$ cat src/bfmc_pkg.sv
// constants and types for the two-way fifo reset, offset and mailbox control block
// assumes a single 40 MHz clock shared by both ports and all control pins
package bfmc_pkg;

  // datapath shape
  localparam int DATA_W    = 36;
  localparam int DEPTH     = 16;
  localparam int PTR_W     = 4;
  localparam int LVL_W     = 5;
  localparam int OFS_W     = 7;

  localparam logic [LVL_W-1:0] FULL_LEVEL = 5'h10;

  // reset qualification: low edges needed before a fifo reset takes effect
  localparam int               RST_CNT_W = 3;
  localparam logic [RST_CNT_W-1:0] RST_EDGES = 3'h4;
  localparam logic [RST_CNT_W-1:0] RST_ONE   = 3'h1;

  // reset pins in the qualifier array
  localparam int RST_PINS   = 4;
  localparam int RST_MST1   = 0;
  localparam int RST_PRT1   = 1;
  localparam int RST_MST2   = 2;
  localparam int RST_PRT2   = 3;

  // flag-select codes caught at master reset release
  localparam logic [1:0] FS_PRESET_8  = 2'h0;
  localparam logic [1:0] FS_PRESET_16 = 2'h1;
  localparam logic [1:0] FS_PRESET_64 = 2'h2;
  localparam logic [1:0] FS_PROGRAM   = 2'h3;

  localparam logic [OFS_W-1:0] PRESET_8  = 7'h08;
  localparam logic [OFS_W-1:0] PRESET_16 = 7'h10;
  localparam logic [OFS_W-1:0] PRESET_64 = 7'h40;

  // offset programming order: fifo one full, fifo one empty, fifo two full, fifo two empty
  localparam logic [1:0] IDX_Y1 = 2'h0;
  localparam logic [1:0] IDX_X1 = 2'h1;
  localparam logic [1:0] IDX_Y2 = 2'h2;
  localparam logic [1:0] IDX_X2 = 2'h3;

  localparam int               SER_BITS  = 4 * OFS_W;
  localparam int               SER_CNT_W = 5;
  localparam logic [SER_CNT_W-1:0] SER_LAST = 5'h1B;
  localparam logic [SER_CNT_W-1:0] SER_ONE  = 5'h01;

  typedef enum logic [1:0] {PROG_IDLE, PROG_PAR, PROG_SER} bfmc_prog_t;

endpackage

$ cat src/bfmc_rstq.sv
// reset qualifier: counts clock edges seen while a fifo reset pin is low
// assumes the pin is synchronous to clk
`timescale 1ns/100ps
module bfmc_rstq
  import bfmc_pkg::*;
(
  // clock and reset
  input  wire logic clk,
  input  wire logic resetn,
  // reset pin
  input  wire logic pin_n,
  // qualified reset level and release pulse
  output logic      hit,
  output logic      release_pulse
);

  logic [RST_CNT_W-1:0] cnt_q;
  logic [RST_CNT_W-1:0] cnt_d;

  // saturate so a long reset does not wrap
  assign cnt_d = pin_n ? '0 : (cnt_q == RST_EDGES) ? cnt_q : cnt_q + RST_ONE;
  assign hit           = (cnt_q >= RST_EDGES - RST_ONE) && !pin_n;
  assign release_pulse = (cnt_q == RST_EDGES) && pin_n;

  always_ff @(posedge clk or negedge resetn) begin
    if (!resetn) begin
      cnt_q <= '0;
    end else begin
      cnt_q <= cnt_d;
    end
  end

endmodule

$ cat src/bfmc_fifo.sv
// memory-backed fifo with registered read data and flush
// assumes flush, push and pop are all on clk
`timescale 1ns/100ps
module bfmc_fifo
  import bfmc_pkg::*;
#(
  parameter int WIDTH = DATA_W,
  parameter int DEPTH_P = DEPTH,
  parameter int AW = PTR_W
)
(
  // clock and reset
  input  wire logic             clk,
  input  wire logic             resetn,
  input  wire logic             flush,
  // fill side
  input  wire logic             in_valid,
  output logic                  in_ready,
  input  wire logic [WIDTH-1:0] in_data,
  // drain side
  output logic                  out_valid,
  input  wire logic             out_ready,
  output logic [WIDTH-1:0]      out_data,
  // fill level
  output logic [AW:0]           level
);

  logic [WIDTH-1:0] mem_q [DEPTH_P];
  logic [AW:0]      wp_q;
  logic [AW:0]      rp_q;
  logic [WIDTH-1:0] out_q;
  logic             push;
  logic             pop;

  assign level     = wp_q - rp_q;
  assign in_ready  = (level != (AW+1)'(DEPTH_P)) && !flush;
  assign out_valid = (level != '0) && !flush;
  assign push      = in_valid && in_ready;
  assign pop       = out_valid && out_ready;
  assign out_data  = out_q;

  always_ff @(posedge clk) begin
    if (push) begin
      mem_q[wp_q[AW-1:0]] <= in_data;
    end
  end

  always_ff @(posedge clk or negedge resetn) begin
    if (!resetn) begin
      wp_q  <= '0;
      rp_q  <= '0;
      out_q <= '0;
    end else if (flush) begin
      wp_q <= '0;
      rp_q <= '0;
    end else begin
      wp_q <= wp_q + (AW+1)'(push);
      rp_q <= rp_q + (AW+1)'(pop);
      if (pop) begin
        out_q <= mem_q[rp_q[AW-1:0]];
      end
    end
  end

endmodule

$ cat src/bfmc_ctl.sv
// two-way fifo control: reset qualification, flag forcing, offset loading, mailboxes
// assumes both ports and every control pin are synchronous to clk
`timescale 1ns/100ps
// Functional notes
// [RL1] fifo one reset low forces its five flags to reset states
// [RL2] fifo two reset low forces its five flags to reset states
// [RL3] mail writes drive mailbox flag low, opposite-port mail reads drive it high
// [RL4] mail one write shows on port b bus when selected and enabled
// [RL5] mail two write shows on port a bus when selected and enabled
// [RL6] mailbox select switches output bus between mail and fifo without a clock
// [RL7] port b bus driven only with chip select low and read selected
// [RL8] fifo reset acts only after four clock edges with reset held low
// [RL9] partial reset pin stays high during master reset of that fifo
// [RL10] master reset pin stays high during partial reset of that fifo
// [RL11] fifo one master reset loads its offsets from the selected preset
// [RL12] fifo two master reset loads its own offsets the same way
// [RL13] fifo two partial reset flushes pointers and forces flags like fifo one
// [RL14] parallel offsets written on port a with mailbox select low, gaps allowed
// [RL15] serial offsets shift in order y1, x1, y2, x2, gaps allowed
// [RL16] port a fifo writes ignored until input ready is high
// [RL17] input ready and empty flags update in the cycle after the causing edge
// [RL18] port a bus driven only with chip select low and read selected
// [RL19] port b empty flag goes low with the final word read
module bfmc_ctl
  import bfmc_pkg::*;
(
  // clock and reset
  input  wire logic              clk,
  input  wire logic              resetn,
  // fifo resets
  input  wire logic              fifo_one_master_reset_n,
  input  wire logic              fifo_one_partial_reset_n,
  input  wire logic              fifo_two_master_reset_n,
  input  wire logic              fifo_two_partial_reset_n,
  // offset configuration
  input  wire logic [1:0]        flag_select,
  input  wire logic              serial_program_select,
  input  wire logic              serial_offset_data,
  input  wire logic              serial_enable_n,
  // port a
  input  wire logic              port_a_chip_select_n,
  input  wire logic              port_a_write_read,
  input  wire logic              port_a_enable,
  input  wire logic              port_a_mailbox_select,
  input  wire logic [DATA_W-1:0] port_a_data_in,
  output logic [DATA_W-1:0]      port_a_data_out,
  output logic                   port_a_data_oe,
  // port b
  input  wire logic              port_b_chip_select_n,
  input  wire logic              port_b_write_read,
  input  wire logic              port_b_enable,
  input  wire logic              port_b_mailbox_select,
  input  wire logic [DATA_W-1:0] port_b_data_in,
  output logic [DATA_W-1:0]      port_b_data_out,
  output logic                   port_b_data_oe,
  // flags
  output logic                   port_a_full_or_input_ready,
  output logic                   port_b_full_or_input_ready,
  output logic                   port_a_empty_or_output_ready,
  output logic                   port_b_empty_or_output_ready,
  output logic                   port_a_almost_empty_n,
  output logic                   port_b_almost_empty_n,
  output logic                   port_a_almost_full_n,
  output logic                   port_b_almost_full_n,
  output logic                   mailbox_one_flag_n,
  output logic                   mailbox_two_flag_n,
  output logic                   offsets_ready
);

  logic [RST_PINS-1:0] rst_pin_n;
  logic [RST_PINS-1:0] rst_hit;
  logic [RST_PINS-1:0] rst_rel;

  logic              rst1_low, rst2_low, flush1, flush2, mst1_rel, mst2_rel;
  logic              a_sel, a_wr, a_rd, b_sel, b_wr, b_rd;
  logic              fifo1_wr_req, fifo2_wr_req, fifo1_push, fifo2_push, fifo1_pop, fifo2_pop;
  logic              mail1_wr, mail2_wr, mail1_rd, mail2_rd, prog_par_wr, ser_shift;
  logic              in_rdy1, in_rdy2, out_vld1, out_vld2, ira, irb;
  logic [DATA_W-1:0] fifo1_dout, fifo2_dout;
  logic [LVL_W-1:0]  lvl1, lvl2, room1, room2;
  logic [OFS_W-1:0]  preset_val;
  logic [SER_BITS-1:0] ser_word;

  logic [DATA_W-1:0] mail1_q, mail2_q;
  logic              mailbox_one_flag_n_q, mailbox_one_flag_n_d, mailbox_two_flag_n_q, mailbox_two_flag_n_d;
  logic [OFS_W-1:0]  x1_q, y1_q, x2_q, y2_q;
  bfmc_prog_t        prog_q;
  logic              prog_done_q;
  logic [1:0]        par_idx_q;
  logic [SER_CNT_W-1:0] ser_cnt_q;
  logic [SER_BITS-1:0]  ser_sr_q;

  // each reset pin gets its own edge counter
  assign rst_pin_n = {fifo_two_partial_reset_n, fifo_two_master_reset_n,
                      fifo_one_partial_reset_n, fifo_one_master_reset_n};

  for (genvar gi = 0; gi < RST_PINS; gi++) begin : g_rstq
    bfmc_rstq u_rstq (
      .clk           (clk),
      .resetn        (resetn),
      .pin_n         (rst_pin_n[gi]),
      .hit           (rst_hit[gi]),
      .release_pulse (rst_rel[gi])
    );
  end

  assign rst1_low = !fifo_one_master_reset_n || !fifo_one_partial_reset_n;
  assign rst2_low = !fifo_two_master_reset_n || !fifo_two_partial_reset_n;
  assign flush1   = rst_hit[RST_MST1] || rst_hit[RST_PRT1]; // RL8
  assign flush2   = rst_hit[RST_MST2] || rst_hit[RST_PRT2]; // RL8 RL13
  assign mst1_rel = rst_rel[RST_MST1]; // RL11
  assign mst2_rel = rst_rel[RST_MST2]; // RL12

  // port decode; port a writes with the select high, port b with it low
  assign a_sel        = !port_a_chip_select_n && port_a_enable;
  assign a_wr         = a_sel && port_a_write_read;
  assign a_rd         = a_sel && !port_a_write_read;
  assign b_sel        = !port_b_chip_select_n && port_b_enable;
  assign b_wr         = b_sel && !port_b_write_read;
  assign b_rd         = b_sel && port_b_write_read;
  assign fifo1_wr_req = a_wr && !port_a_mailbox_select;
  assign fifo2_wr_req = b_wr && !port_b_mailbox_select;
  assign mail1_wr     = a_wr && port_a_mailbox_select;
  assign mail2_wr     = b_wr && port_b_mailbox_select;
  assign mail1_rd     = b_rd && port_b_mailbox_select;
  assign mail2_rd     = a_rd && port_a_mailbox_select;
  assign prog_par_wr  = fifo1_wr_req && (prog_q == PROG_PAR); // RL14
  assign ser_shift    = (prog_q == PROG_SER) && !serial_enable_n; // RL15

  // input ready also stalls port a until offsets are loaded
  assign ira        = in_rdy1 && prog_done_q && !rst1_low; // RL16
  assign irb        = in_rdy2 && !rst2_low;
  assign fifo1_push = fifo1_wr_req && ira; // RL16
  assign fifo2_push = fifo2_wr_req && irb;
  assign fifo1_pop  = b_rd && !port_b_mailbox_select && out_vld1 && !rst1_low;
  assign fifo2_pop  = a_rd && !port_a_mailbox_select && out_vld2 && !rst2_low;

  bfmc_fifo u_fifo1 (
    .clk       (clk),
    .resetn    (resetn),
    .flush     (flush1),
    .in_valid  (fifo1_wr_req && prog_done_q && !rst1_low),
    .in_ready  (in_rdy1),
    .in_data   (port_a_data_in),
    .out_valid (out_vld1),
    .out_ready (fifo1_pop),
    .out_data  (fifo1_dout),
    .level     (lvl1)
  );

  bfmc_fifo u_fifo2 (
    .clk       (clk),
    .resetn    (resetn),
    .flush     (flush2),
    .in_valid  (fifo2_wr_req && !rst2_low),
    .in_ready  (in_rdy2),
    .in_data   (port_b_data_in),
    .out_valid (out_vld2),
    .out_ready (fifo2_pop),
    .out_data  (fifo2_dout),
    .level     (lvl2)
  );

  // flags: reset low forces them without waiting for a clock
  assign room1 = FULL_LEVEL - lvl1;
  assign room2 = FULL_LEVEL - lvl2;
  assign port_a_full_or_input_ready   = ira; // RL1 RL17
  assign port_b_empty_or_output_ready = out_vld1 && !rst1_low; // RL1 RL17 RL19
  assign port_b_almost_empty_n        = !rst1_low && (OFS_W'(lvl1) > x1_q); // RL1
  assign port_a_almost_full_n         = rst1_low || (OFS_W'(room1) > y1_q); // RL1
  assign mailbox_one_flag_n           = mailbox_one_flag_n_q || rst1_low; // RL1
  assign port_b_full_or_input_ready   = irb; // RL2 RL17
  assign port_a_empty_or_output_ready = out_vld2 && !rst2_low; // RL2
  assign port_a_almost_empty_n        = !rst2_low && (OFS_W'(lvl2) > x2_q); // RL2
  assign port_b_almost_full_n         = rst2_low || (OFS_W'(room2) > y2_q); // RL2
  assign mailbox_two_flag_n           = mailbox_two_flag_n_q || rst2_low; // RL2
  assign offsets_ready                = prog_done_q;

  // output buses: mailbox select steers the mux directly
  assign port_b_data_out = port_b_mailbox_select ? mail1_q : fifo1_dout; // RL4 RL6
  assign port_a_data_out = port_a_mailbox_select ? mail2_q : fifo2_dout; // RL5 RL6
  assign port_b_data_oe  = !port_b_chip_select_n && port_b_write_read; // RL7
  assign port_a_data_oe  = !port_a_chip_select_n && !port_a_write_read; // RL18

  // mailbox flags: reset wins, then a new mail over a same-cycle read
  assign mailbox_one_flag_n_d = rst1_low ? 1'h1 : mail1_wr ? 1'h0 : mail1_rd ? 1'h1 : mailbox_one_flag_n_q; // RL3
  assign mailbox_two_flag_n_d = rst2_low ? 1'h1 : mail2_wr ? 1'h0 : mail2_rd ? 1'h1 : mailbox_two_flag_n_q; // RL3

  always_ff @(posedge clk or negedge resetn) begin
    if (!resetn) begin
      mail1_q <= '0;
      mail2_q <= '0;
      mailbox_one_flag_n_q  <= 1'b1;
      mailbox_two_flag_n_q  <= 1'b1;
    end else begin
      mailbox_one_flag_n_q <= mailbox_one_flag_n_d;
      mailbox_two_flag_n_q <= mailbox_two_flag_n_d;
      if (mail1_wr) begin
        mail1_q <= port_a_data_in; // RL4
      end
      if (mail2_wr) begin
        mail2_q <= port_b_data_in; // RL5
      end
    end
  end

  // offset loading
  assign preset_val = (flag_select == FS_PRESET_8)  ? PRESET_8 :
                      (flag_select == FS_PRESET_16) ? PRESET_16 : PRESET_64;
  assign ser_word   = {ser_sr_q[SER_BITS-2:0], serial_offset_data};

  always_ff @(posedge clk or negedge resetn) begin
    if (!resetn) begin
      prog_q      <= PROG_IDLE;
      prog_done_q <= 1'b0;
      par_idx_q   <= IDX_Y1;
      ser_cnt_q   <= '0;
      ser_sr_q    <= '0;
    end else if (mst1_rel) begin
      par_idx_q <= IDX_Y1;
      ser_cnt_q <= '0;
      if (flag_select == FS_PROGRAM) begin
        prog_q      <= serial_program_select ? PROG_SER : PROG_PAR;
        prog_done_q <= 1'b0;
      end else begin
        prog_q      <= PROG_IDLE;
        prog_done_q <= 1'b1; // RL11
      end
    end else begin
      case (prog_q)
        PROG_PAR: begin
          if (prog_par_wr) begin
            par_idx_q <= par_idx_q + 2'h1;
            if (par_idx_q == IDX_X2) begin
              prog_q      <= PROG_IDLE;
              prog_done_q <= 1'b1;
            end
          end
        end
        PROG_SER: begin
          if (ser_shift) begin
            ser_sr_q  <= ser_word;
            ser_cnt_q <= ser_cnt_q + SER_ONE;
            if (ser_cnt_q == SER_LAST) begin
              prog_q      <= PROG_IDLE;
              prog_done_q <= 1'b1;
            end
          end
        end
        default: begin
          prog_q <= PROG_IDLE;
        end
      endcase
    end
  end

  // offset registers; last serial bit lands y1 in the top field
  always_ff @(posedge clk or negedge resetn) begin
    if (!resetn) begin
      x1_q <= PRESET_8;
      y1_q <= PRESET_8;
      x2_q <= PRESET_8;
      y2_q <= PRESET_8;
    end else begin
      if (mst1_rel && flag_select != FS_PROGRAM) begin
        x1_q <= preset_val; // RL11
        y1_q <= preset_val;
      end else if (prog_par_wr && par_idx_q == IDX_Y1) begin
        y1_q <= port_a_data_in[OFS_W-1:0]; // RL14
      end else if (prog_par_wr && par_idx_q == IDX_X1) begin
        x1_q <= port_a_data_in[OFS_W-1:0];
      end else if (ser_shift && ser_cnt_q == SER_LAST) begin
        y1_q <= ser_word[4*OFS_W-1 -: OFS_W]; // RL15
        x1_q <= ser_word[3*OFS_W-1 -: OFS_W];
      end
      if (mst2_rel && flag_select != FS_PROGRAM) begin
        x2_q <= preset_val; // RL12
        y2_q <= preset_val;
      end else if (prog_par_wr && par_idx_q == IDX_Y2) begin
        y2_q <= port_a_data_in[OFS_W-1:0];
      end else if (prog_par_wr && par_idx_q == IDX_X2) begin
        x2_q <= port_a_data_in[OFS_W-1:0];
      end else if (ser_shift && ser_cnt_q == SER_LAST) begin
        y2_q <= ser_word[2*OFS_W-1 -: OFS_W];
        x2_q <= ser_word[OFS_W-1 -: OFS_W];
      end
    end
  end
endmodule

$ cat config.mk
export PLATFORM = sky130hd
export DESIGN_NAME = bfmc_ctl
export DESIGN_NICKNAME = d
export VERILOG_FILES = /design/src/bfmc_pkg.sv /design/src/bfmc_rstq.sv /design/src/bfmc_fifo.sv /design/src/bfmc_ctl.sv
export SDC_FILE = /design/constraint.sdc
export NUM_CORES = 1
export LEC_CHECK = 0
export BUFFER_PORTS_ARGS = -buffer_cell sky130_fd_sc_hd__buf_2
export CORE_AREA = 2 2 306 308
export CTS_BUF_LIST = sky130_fd_sc_hd__clkbuf_16
export DETAILED_ROUTE_END_ITERATION = 10
export DIE_AREA = 0 0 308 310
export MAX_ROUTING_LAYER = met4
export PLACE_DENSITY_LB_ADDON = 0.25
export SLEW_MARGIN = 15
export SYNTH_ARGS = -nofsm -noshare
export SYNTH_HDL_FRONTEND = slang
export SYNTH_SLANG_ARGS = --single-unit
$ cat constraint.sdc
create_clock -name clk -period 7.1 [get_ports clk]
set_clock_uncertainty 0.1 [all_clocks]
set_input_delay 1.42 -clock clk [delete_from_list [all_inputs] [get_ports clk]]
set_output_delay 1.42 -clock clk [all_outputs]
set_load 0.01 [all_outputs]
==> results of run 1 <==
-- cell usage in the layout (no fill, tap or decap), types with 9 or more instances in the layout --
cell type  synthesis  final
mux4_2           288    288
clkbuf_16          0    143
xnor2_1           22     22
nand2_1          265    263
buf_4              6     57
nand3_1           31     30
xor2_1            11     11
dfrtp_1          237    232
a21oi_1          102    102
bufinv_16          0     10
clkinv_2           0     20
buf_2             47    174
clkinv_1           0     24
mux2_2           178    178
ha_1              61     61
mux2i_1           20     20
o21ai_0           12     12
nor2_1            68     44
nor2_4             0     25
nand2b_1           9      9
edfxtp_1        1152   1152
o31ai_1            9      9
inv_1             57    102
o22ai_1          148    148
-- flip-flops by register name, indices dropped and copies added (netlist names), 7 cells and up --
register and count:
u_fifo1.mem_q 576, u_fifo2.mem_q 576, mail1_q 36, mail2_q 36
u_fifo1.out_data 36, u_fifo2.out_data 36, ser_sr_q 27, g_rstq.u_rstq.cnt_q 12
x1_q 7, x2_q 7, y1_q 7, y2_q 7
-- final cells by class --
cell class              instances  area, µm²  share of cell area, %
flip-flops and latches       1395      40700                   65.6
multi-input cells            1318      13800                   22.2
clock buffers                 143       3580                   5.77
well taps                    1197       1500                   2.41
repair buffers                234       1350                   2.18
clock inverters               117        892                   1.44
inverters                      57        214                  0.345
diodes                          6       15.0                 0.0242
-- worst max-delay path: stages (launching register included) --
cell and delay, ns:
dfrtp_4 0.76, ha_1 0.23, inv_1 0.06, fa_1 0.49, inv_1 0.08, ha_1 0.17
nor3b_1 0.29, ha_1 0.30, ha_1 0.29, and3_1 0.15, a311oi_1 0.34, nand2_1 0.09
o21ai_0 0.24, buf_2 0.19
-- worst max path at each step --
stage / startpoint / end / depth (start not counted)
after floorplan: u_fifo2.rp_q[1] / u_fifo2.mem_q[2][0] / 12
after global placement: u_fifo1.rp_q[0] / port_a_almost_full_n / 13
after detailed placement: u_fifo1.rp_q[0] / port_a_almost_full_n / 13
after CTS: u_fifo1.rp_q[0] / port_a_almost_full_n / 13
after global routing: u_fifo1.rp_q[0] / port_a_almost_full_n / 13
final: u_fifo1.rp_q[0] / port_a_almost_full_n / 13
-- power groups by stage --
stage / sequential (mW) / clock, mW / combinational, mW
final: 9.43 / 7.09 / 1.62
after global routing: 9.47 / 7.50 / 1.78
after CTS: 9.43 / 7.20 / 1.63
after detailed placement: 9.60 / 0 / 1.62
after global placement: 9.58 / 0 / 1.54
after floorplan: 9.49 / 0 / 1.06
-- routing by layer --
layer  part of all wire, %  global-route usage [%]  vias up
met3                   7.2                    5.14      228
met1                    38                    34.3    15100
met5                     0                       -        -
li1                      -                       -    12100
met2                    52                    45.9     1251
met4                   3.1                    10.1        0
-- logic make-up (layout without fill, tap and decap cells) --
group                      count (synthesis)  count (layout)
xor gates and xnor gates                  33              33
DFF                                     1395            1395
other                                      0               6
and+or+nand+nor                          421             421
muxes                                    486             486
buffers and inverters                    204             551
adders and majority gates                 63              63
AOI/OAI and AO/OA                        315             315
-- per-stage QoR --
stage	setup slack, ns	total power, mW	utilization [%]	hold slack, ns	instance area, µm²
global placement	1.89	11.1	62.2	0.371	57500
global route	0.916	18.8	67.1	0.410	62000
floorplan	1.09	10.5	-	0.349	55100
finish	1.15	18.1	67.1	0.394	62000
detailed placement	1.87	11.2	62.2	0.374	57500
CTS	1.06	18.3	67.0	0.396	62000
==> impl_metrics.env, run 1 <==
export IMPL_critPathKind="flip-flop to output pin"
export IMPL_p_leak_nw=21.5
export IMPL_synth_cells=2917
export IMPL_coreArea_mm2=0.0925
export IMPL_grt_total_usage_pct=27.6
export IMPL_outcome="completed"
export IMPL_synth_compound_area_share_pct=3.53
export IMPL_cp_arrival_ns=4.43
export IMPL_p_seq_share_pct=52.0
export IMPL_die_y_um=310
export IMPL_p_sw_share_pct=22.9
export IMPL_overflow=0
export IMPL_synth_most_common_cell="edfxtp_1"
export IMPL_synthTopCellsByCount="edfxtp_1, mux4_2, nand2_1"
export IMPL_drc=0
export IMPL_placed_cells=4201
export IMPL_core_rowCount=112
export IMPL_post_cts_resized=0
export IMPL_hold_path_depth=2
export IMPL_worstReg2RegStart="u_fifo1.rp_q[0]"
export IMPL_synthMuxAreaShare_pct=15.8
export IMPL_seq_area_frac_synth_pct=73.9
export IMPL_crit_path_max_fanout=24
export IMPL_drv_slew=0
export IMPL_nFillCells=5874
export IMPL_syn_cell_area_mm2=0.0551
export IMPL_synth_top_family_by_area="multiplexers"
export IMPL_power_switching_mw=4.15
export IMPL_antenna_found_initial=5
export IMPL_fin_setup_tns_ns=0
export IMPL_min_path_type="flip-flop to flip-flop"
export IMPL_port_buffers=175
export IMPL_syn_mean_instance_area_um2=18.9
export IMPL_rr_endpoint="u_fifo1.mem_q[8][30]"
export IMPL_clockPowerShare_pct=39.1
export IMPL_start_kind="flip-flop"
export IMPL_cts_hold_buffers=0
export IMPL_intPower_mw=14.0
export IMPL_synthAdderAreaFrac_pct=1.46
export IMPL_die_w_um=308
export IMPL_cp_required_ns=5.58
export IMPL_max_freq_ghz=0.168
export IMPL_yosys_cell_types_count=57
export IMPL_setup_viol=0
export IMPL_rsz0062_at_grt="no"
export IMPL_synth_flop_cell="edfxtp_1"
export IMPL_first_pass_iters=7
export IMPL_worstHoldStart="y1_q[2]"
export IMPL_cts_tree="done"
export IMPL_wl_per_cell_um=27.9
export IMPL_cts_root_buf="clkbuf_16"
export IMPL_dp_hpwl_um=68200
export IMPL_cts_buffers_inserted=140
export IMPL_synth_edff_count=1152
export IMPL_synthXorXnorAreaFrac_pct=0.525
export IMPL_endpoint_kind="output pin"
export IMPL_layout_min_cycle_time_ns=5.95
export IMPL_grt_pass1_wl_um=188000
export IMPL_routed_wl_um=125000
export IMPL_vias_per_cell=6.42
export IMPL_whs_endpoint="y1_q[2]"
export IMPL_layout_drive_gt1_share_pct=29.1
export IMPL_r2r_slack_ns=2.21
export IMPL_grt_start_max_net_pins=143
export IMPL_comb_power_share_pct=8.9
export IMPL_cts_buffer_depth=3
export IMPL_start_util_pct=59.5
export IMPL_hold_violations=0
export IMPL_synthTopCellsByArea="edfxtp_1, mux4_2, dfrtp_1"
export IMPL_post_cts_buffers=0
export IMPL_final_cell_count_no_fill=4467
export IMPL_maxSlewHeadroom_pct=20.6
export IMPL_async_flop_share_pct=17.4
export IMPL_worst_slew_pin_slew_ns=1.19
export IMPL_cts_sink_count=1395
export IMPL_ys_warnings_count=0
export IMPL_drt_iter0_drc=2793
export IMPL_area_growth_pct=12.6
export IMPL_synth_seq_cells=1395
export IMPL_grt_pass1_vias=30100
export IMPL_syn_nets=3071
export IMPL_nNetsFinal=3300
export IMPL_synth_simple_area_share_pct=3.25
export IMPL_cellPowerDensity_mw_per_mm2=292
export IMPL_num_vias=28700
export IMPL_fin_crit_sh_pct=83.8
export IMPL_die_area_mm2=0.0955
export IMPL_rr_worst_depth=12
export IMPL_ir_drop_mv=0.277
export IMPL_clock_latency_ns=0.75
export IMPL_clk_pin_slew_worst_paths_ns=0.06
export IMPL_drtAntennaViolNets=0
export IMPL_max_cap_violations=0
export IMPL_pin_count=176
export IMPL_synth_top_area_share_pct=62.8
export IMPL_htree_levels=4
export IMPL_gp_congestion=0.846
export IMPL_yosysTopAreaCell="edfxtp_1"
Note: power is estimated with default switching activity, not from simulation.
==> run 2, diff against run 1 <==
Settings changed: CORE_AREA 2 2 306 308 to 2 2 317 319, DIE_AREA 0 0 308 310 to 0 0 319 321.
Clock period 7.1 ns to 5.08 ns, I/O delays scaled along.
==> run 2 against run 1 <==
Effect of this change: count of clock-buffer cells in the layout is 1 higher; register-to-register slack worse by 1.3 ns; sequential power rose by 40%; non-clock buffer count is 21 higher; clock power increased by 44%.
==> impl_metrics.env, run 2 (synthesized netlist as in run 1, its figures left out) <==
export IMPL_pin_count=176
export IMPL_max_cap_violations=0
export IMPL_cts_sink_count=1395
export IMPL_layout_min_cycle_time_ns=4.94
export IMPL_fin_setup_tns_ns=0
export IMPL_crit_path_max_fanout=2
export IMPL_drc=0
export IMPL_routed_wl_um=125000
export IMPL_coreArea_mm2=0.0993
export IMPL_grt_total_usage_pct=25.6
export IMPL_die_y_um=321
export IMPL_wl_met3_um=8090
export IMPL_area_growth_pct=14.2
export IMPL_cts_tree="done"
export IMPL_first_pass_iters=5
export IMPL_start_util_pct=55.5
export IMPL_max_freq_ghz=0.202
export IMPL_final_cell_count_no_fill=4591
export IMPL_grt_start_max_net_pins=147
export IMPL_dp_hpwl_um=66300
export IMPL_grt_pass1_vias=30400
export IMPL_dpl_worst_slack_ns=0.468
export IMPL_worst_slew_pin_slew_ns=1.17
export IMPL_grt_pass1_wl_um=189000
export IMPL_cts_root_buf="clkbuf_16"
export IMPL_cellPowerDensity_mw_per_mm2=410
export IMPL_placed_area_mm2=0.0580
export IMPL_core_rowCount=116
export IMPL_gp_congestion=0.886
export IMPL_cts_buffers_inserted=144
export IMPL_dr_max_layer_used="met4"
export IMPL_port_buffers=175
export IMPL_fin_area_mm2=0.0629
export IMPL_antenna_found_initial=5
export IMPL_cp_required_ns=3.96
export IMPL_ir_drop_mv=0.419
export IMPL_vias_per_cell=6.24
export IMPL_cts_buffer_depth=3
export IMPL_overflow=0
export IMPL_layout_drive_gt1_share_pct=30.2
export IMPL_die_area_mm2=0.102
export IMPL_nNetsFinal=3325
export IMPL_critPathKind="flip-flop to output pin"
export IMPL_cp_arrival_ns=3.83
export IMPL_nFillCells=6728
export IMPL_maxSlewHeadroom_pct=22.0
export IMPL_endpoint_kind="output pin"
export IMPL_drtAntennaViolNets=0
export IMPL_hold_violations=0
export IMPL_htree_levels=4
export IMPL_p_leak_nw=21.7
export IMPL_start_kind="flip-flop"
export IMPL_final_common_cell="edfxtp_1"
export IMPL_clk_pin_slew_worst_paths_ns=0.06
export IMPL_placed_cells=4308
export IMPL_routed_wl_met2_um=66300
export IMPL_wl_per_cell_um=27.3
export IMPL_fin_ws_ns=0.136
export IMPL_drv_slew=0
export IMPL_met1_length_um=47400
export IMPL_setup_viol=0
export IMPL_mostFrequentLayoutCells="edfxtp_1, mux4_2, nand2_1"
export IMPL_num_vias=28700
export IMPL_clock_latency_ns=0.76
export IMPL_fin_crit_sh_pct=97.3
export IMPL_drt_iter0_drc=2642
export IMPL_die_w_um=319
export IMPL_min_path_type="input port to asynchronous set/reset pin"
export IMPL_outcome="completed"
## run 2: worst max-delay path, cell delays in order, from the launching register on
cell and delay [ns]:
dfrtp_4 0.47, ha_1 0.21, inv_2 0.07, fa_2 0.44, inv_1 0.07, ha_2 0.19
nor3b_4 0.20, ha_1 0.26, ha_1 0.28, and3_1 0.16, a311oi_2 0.28, nand2_1 0.10
o21ai_2 0.17, buf_2 0.16
## run 2: area by class of cell
class | instances | area [µm²] | area share (%)
sequential | 1395 | 40700 | 64.7
multi-input combinational | 1318 | 13900 | 22.1
clock buffer | 144 | 3600 | 5.73
timing repair buffer | 255 | 1770 | 2.82
tap | 1298 | 1620 | 2.58
clock inverter | 120 | 1030 | 1.64
inverter | 57 | 214 | 0.340
antenna | 4 | 10.0 | 0.0159
## run 2: metal layers
layer | vias to the layer above | global-route usage (%)
met5 | - | -
met4 | 0 | 8.69
met3 | 232 | 4.31
met2 | 1168 | 44.0
met1 | 15100 | 31.1
li1 | 12100 | -
## run 2: final timing paths
kind	slack, ns	cells after the start	startpoint	endpoint
worst max-delay path	0.14	13	u_fifo2.rp_q[0]	port_b_almost_full_n
worst min-delay path	0.28	1	resetn	mail1_q[7]
worst max register to register	0.96	13	u_fifo2.wp_q[0]	u_fifo2.mem_q[1][15]
worst min register to register	0.39	2	y1_q[1]	y1_q[1]
max in group asynchronous	3.43	2	resetn	u_fifo2.rp_q[2]
min in group clk	0.38	2	fifo_two_partial_reset_n	g_rstq[3].u_rstq.cnt_q[2]
## run 2: timing repair
action | 4_1_cts | 5_1_grt
setup endpoints to repair | 2 | 2
pin swaps | 4 | 10
endpoints found under the hold margin | 0 | 0
buffers inserted | 3 | 12
resized for setup | 10 | 15
hold buffers | 0 | 0
## run 2: per-stage QoR
| stage | power [mW] | hold slack, ns | util [%] |
|---|---|---|---|
| after global placement | 15.5 | 0.372 | 58.4 |
| after global routing | 26.7 | 0.318 | 63.3 |
| after detailed placement | 15.7 | 0.368 | 58.4 |
| after CTS | 25.9 | 0.288 | 63.2 |
| final | 25.8 | 0.281 | 63.3 |
| after floorplan | 14.7 | 0.349 | - |
## run 2: report_power, final
group	switching, mW	total (mW)	internal, mW	leakage (nW)
clock network	4.45	10.2	5.75	2.40
registers	0.338	13.2	12.8	13.5
logic	1.25	2.36	1.11	5.75
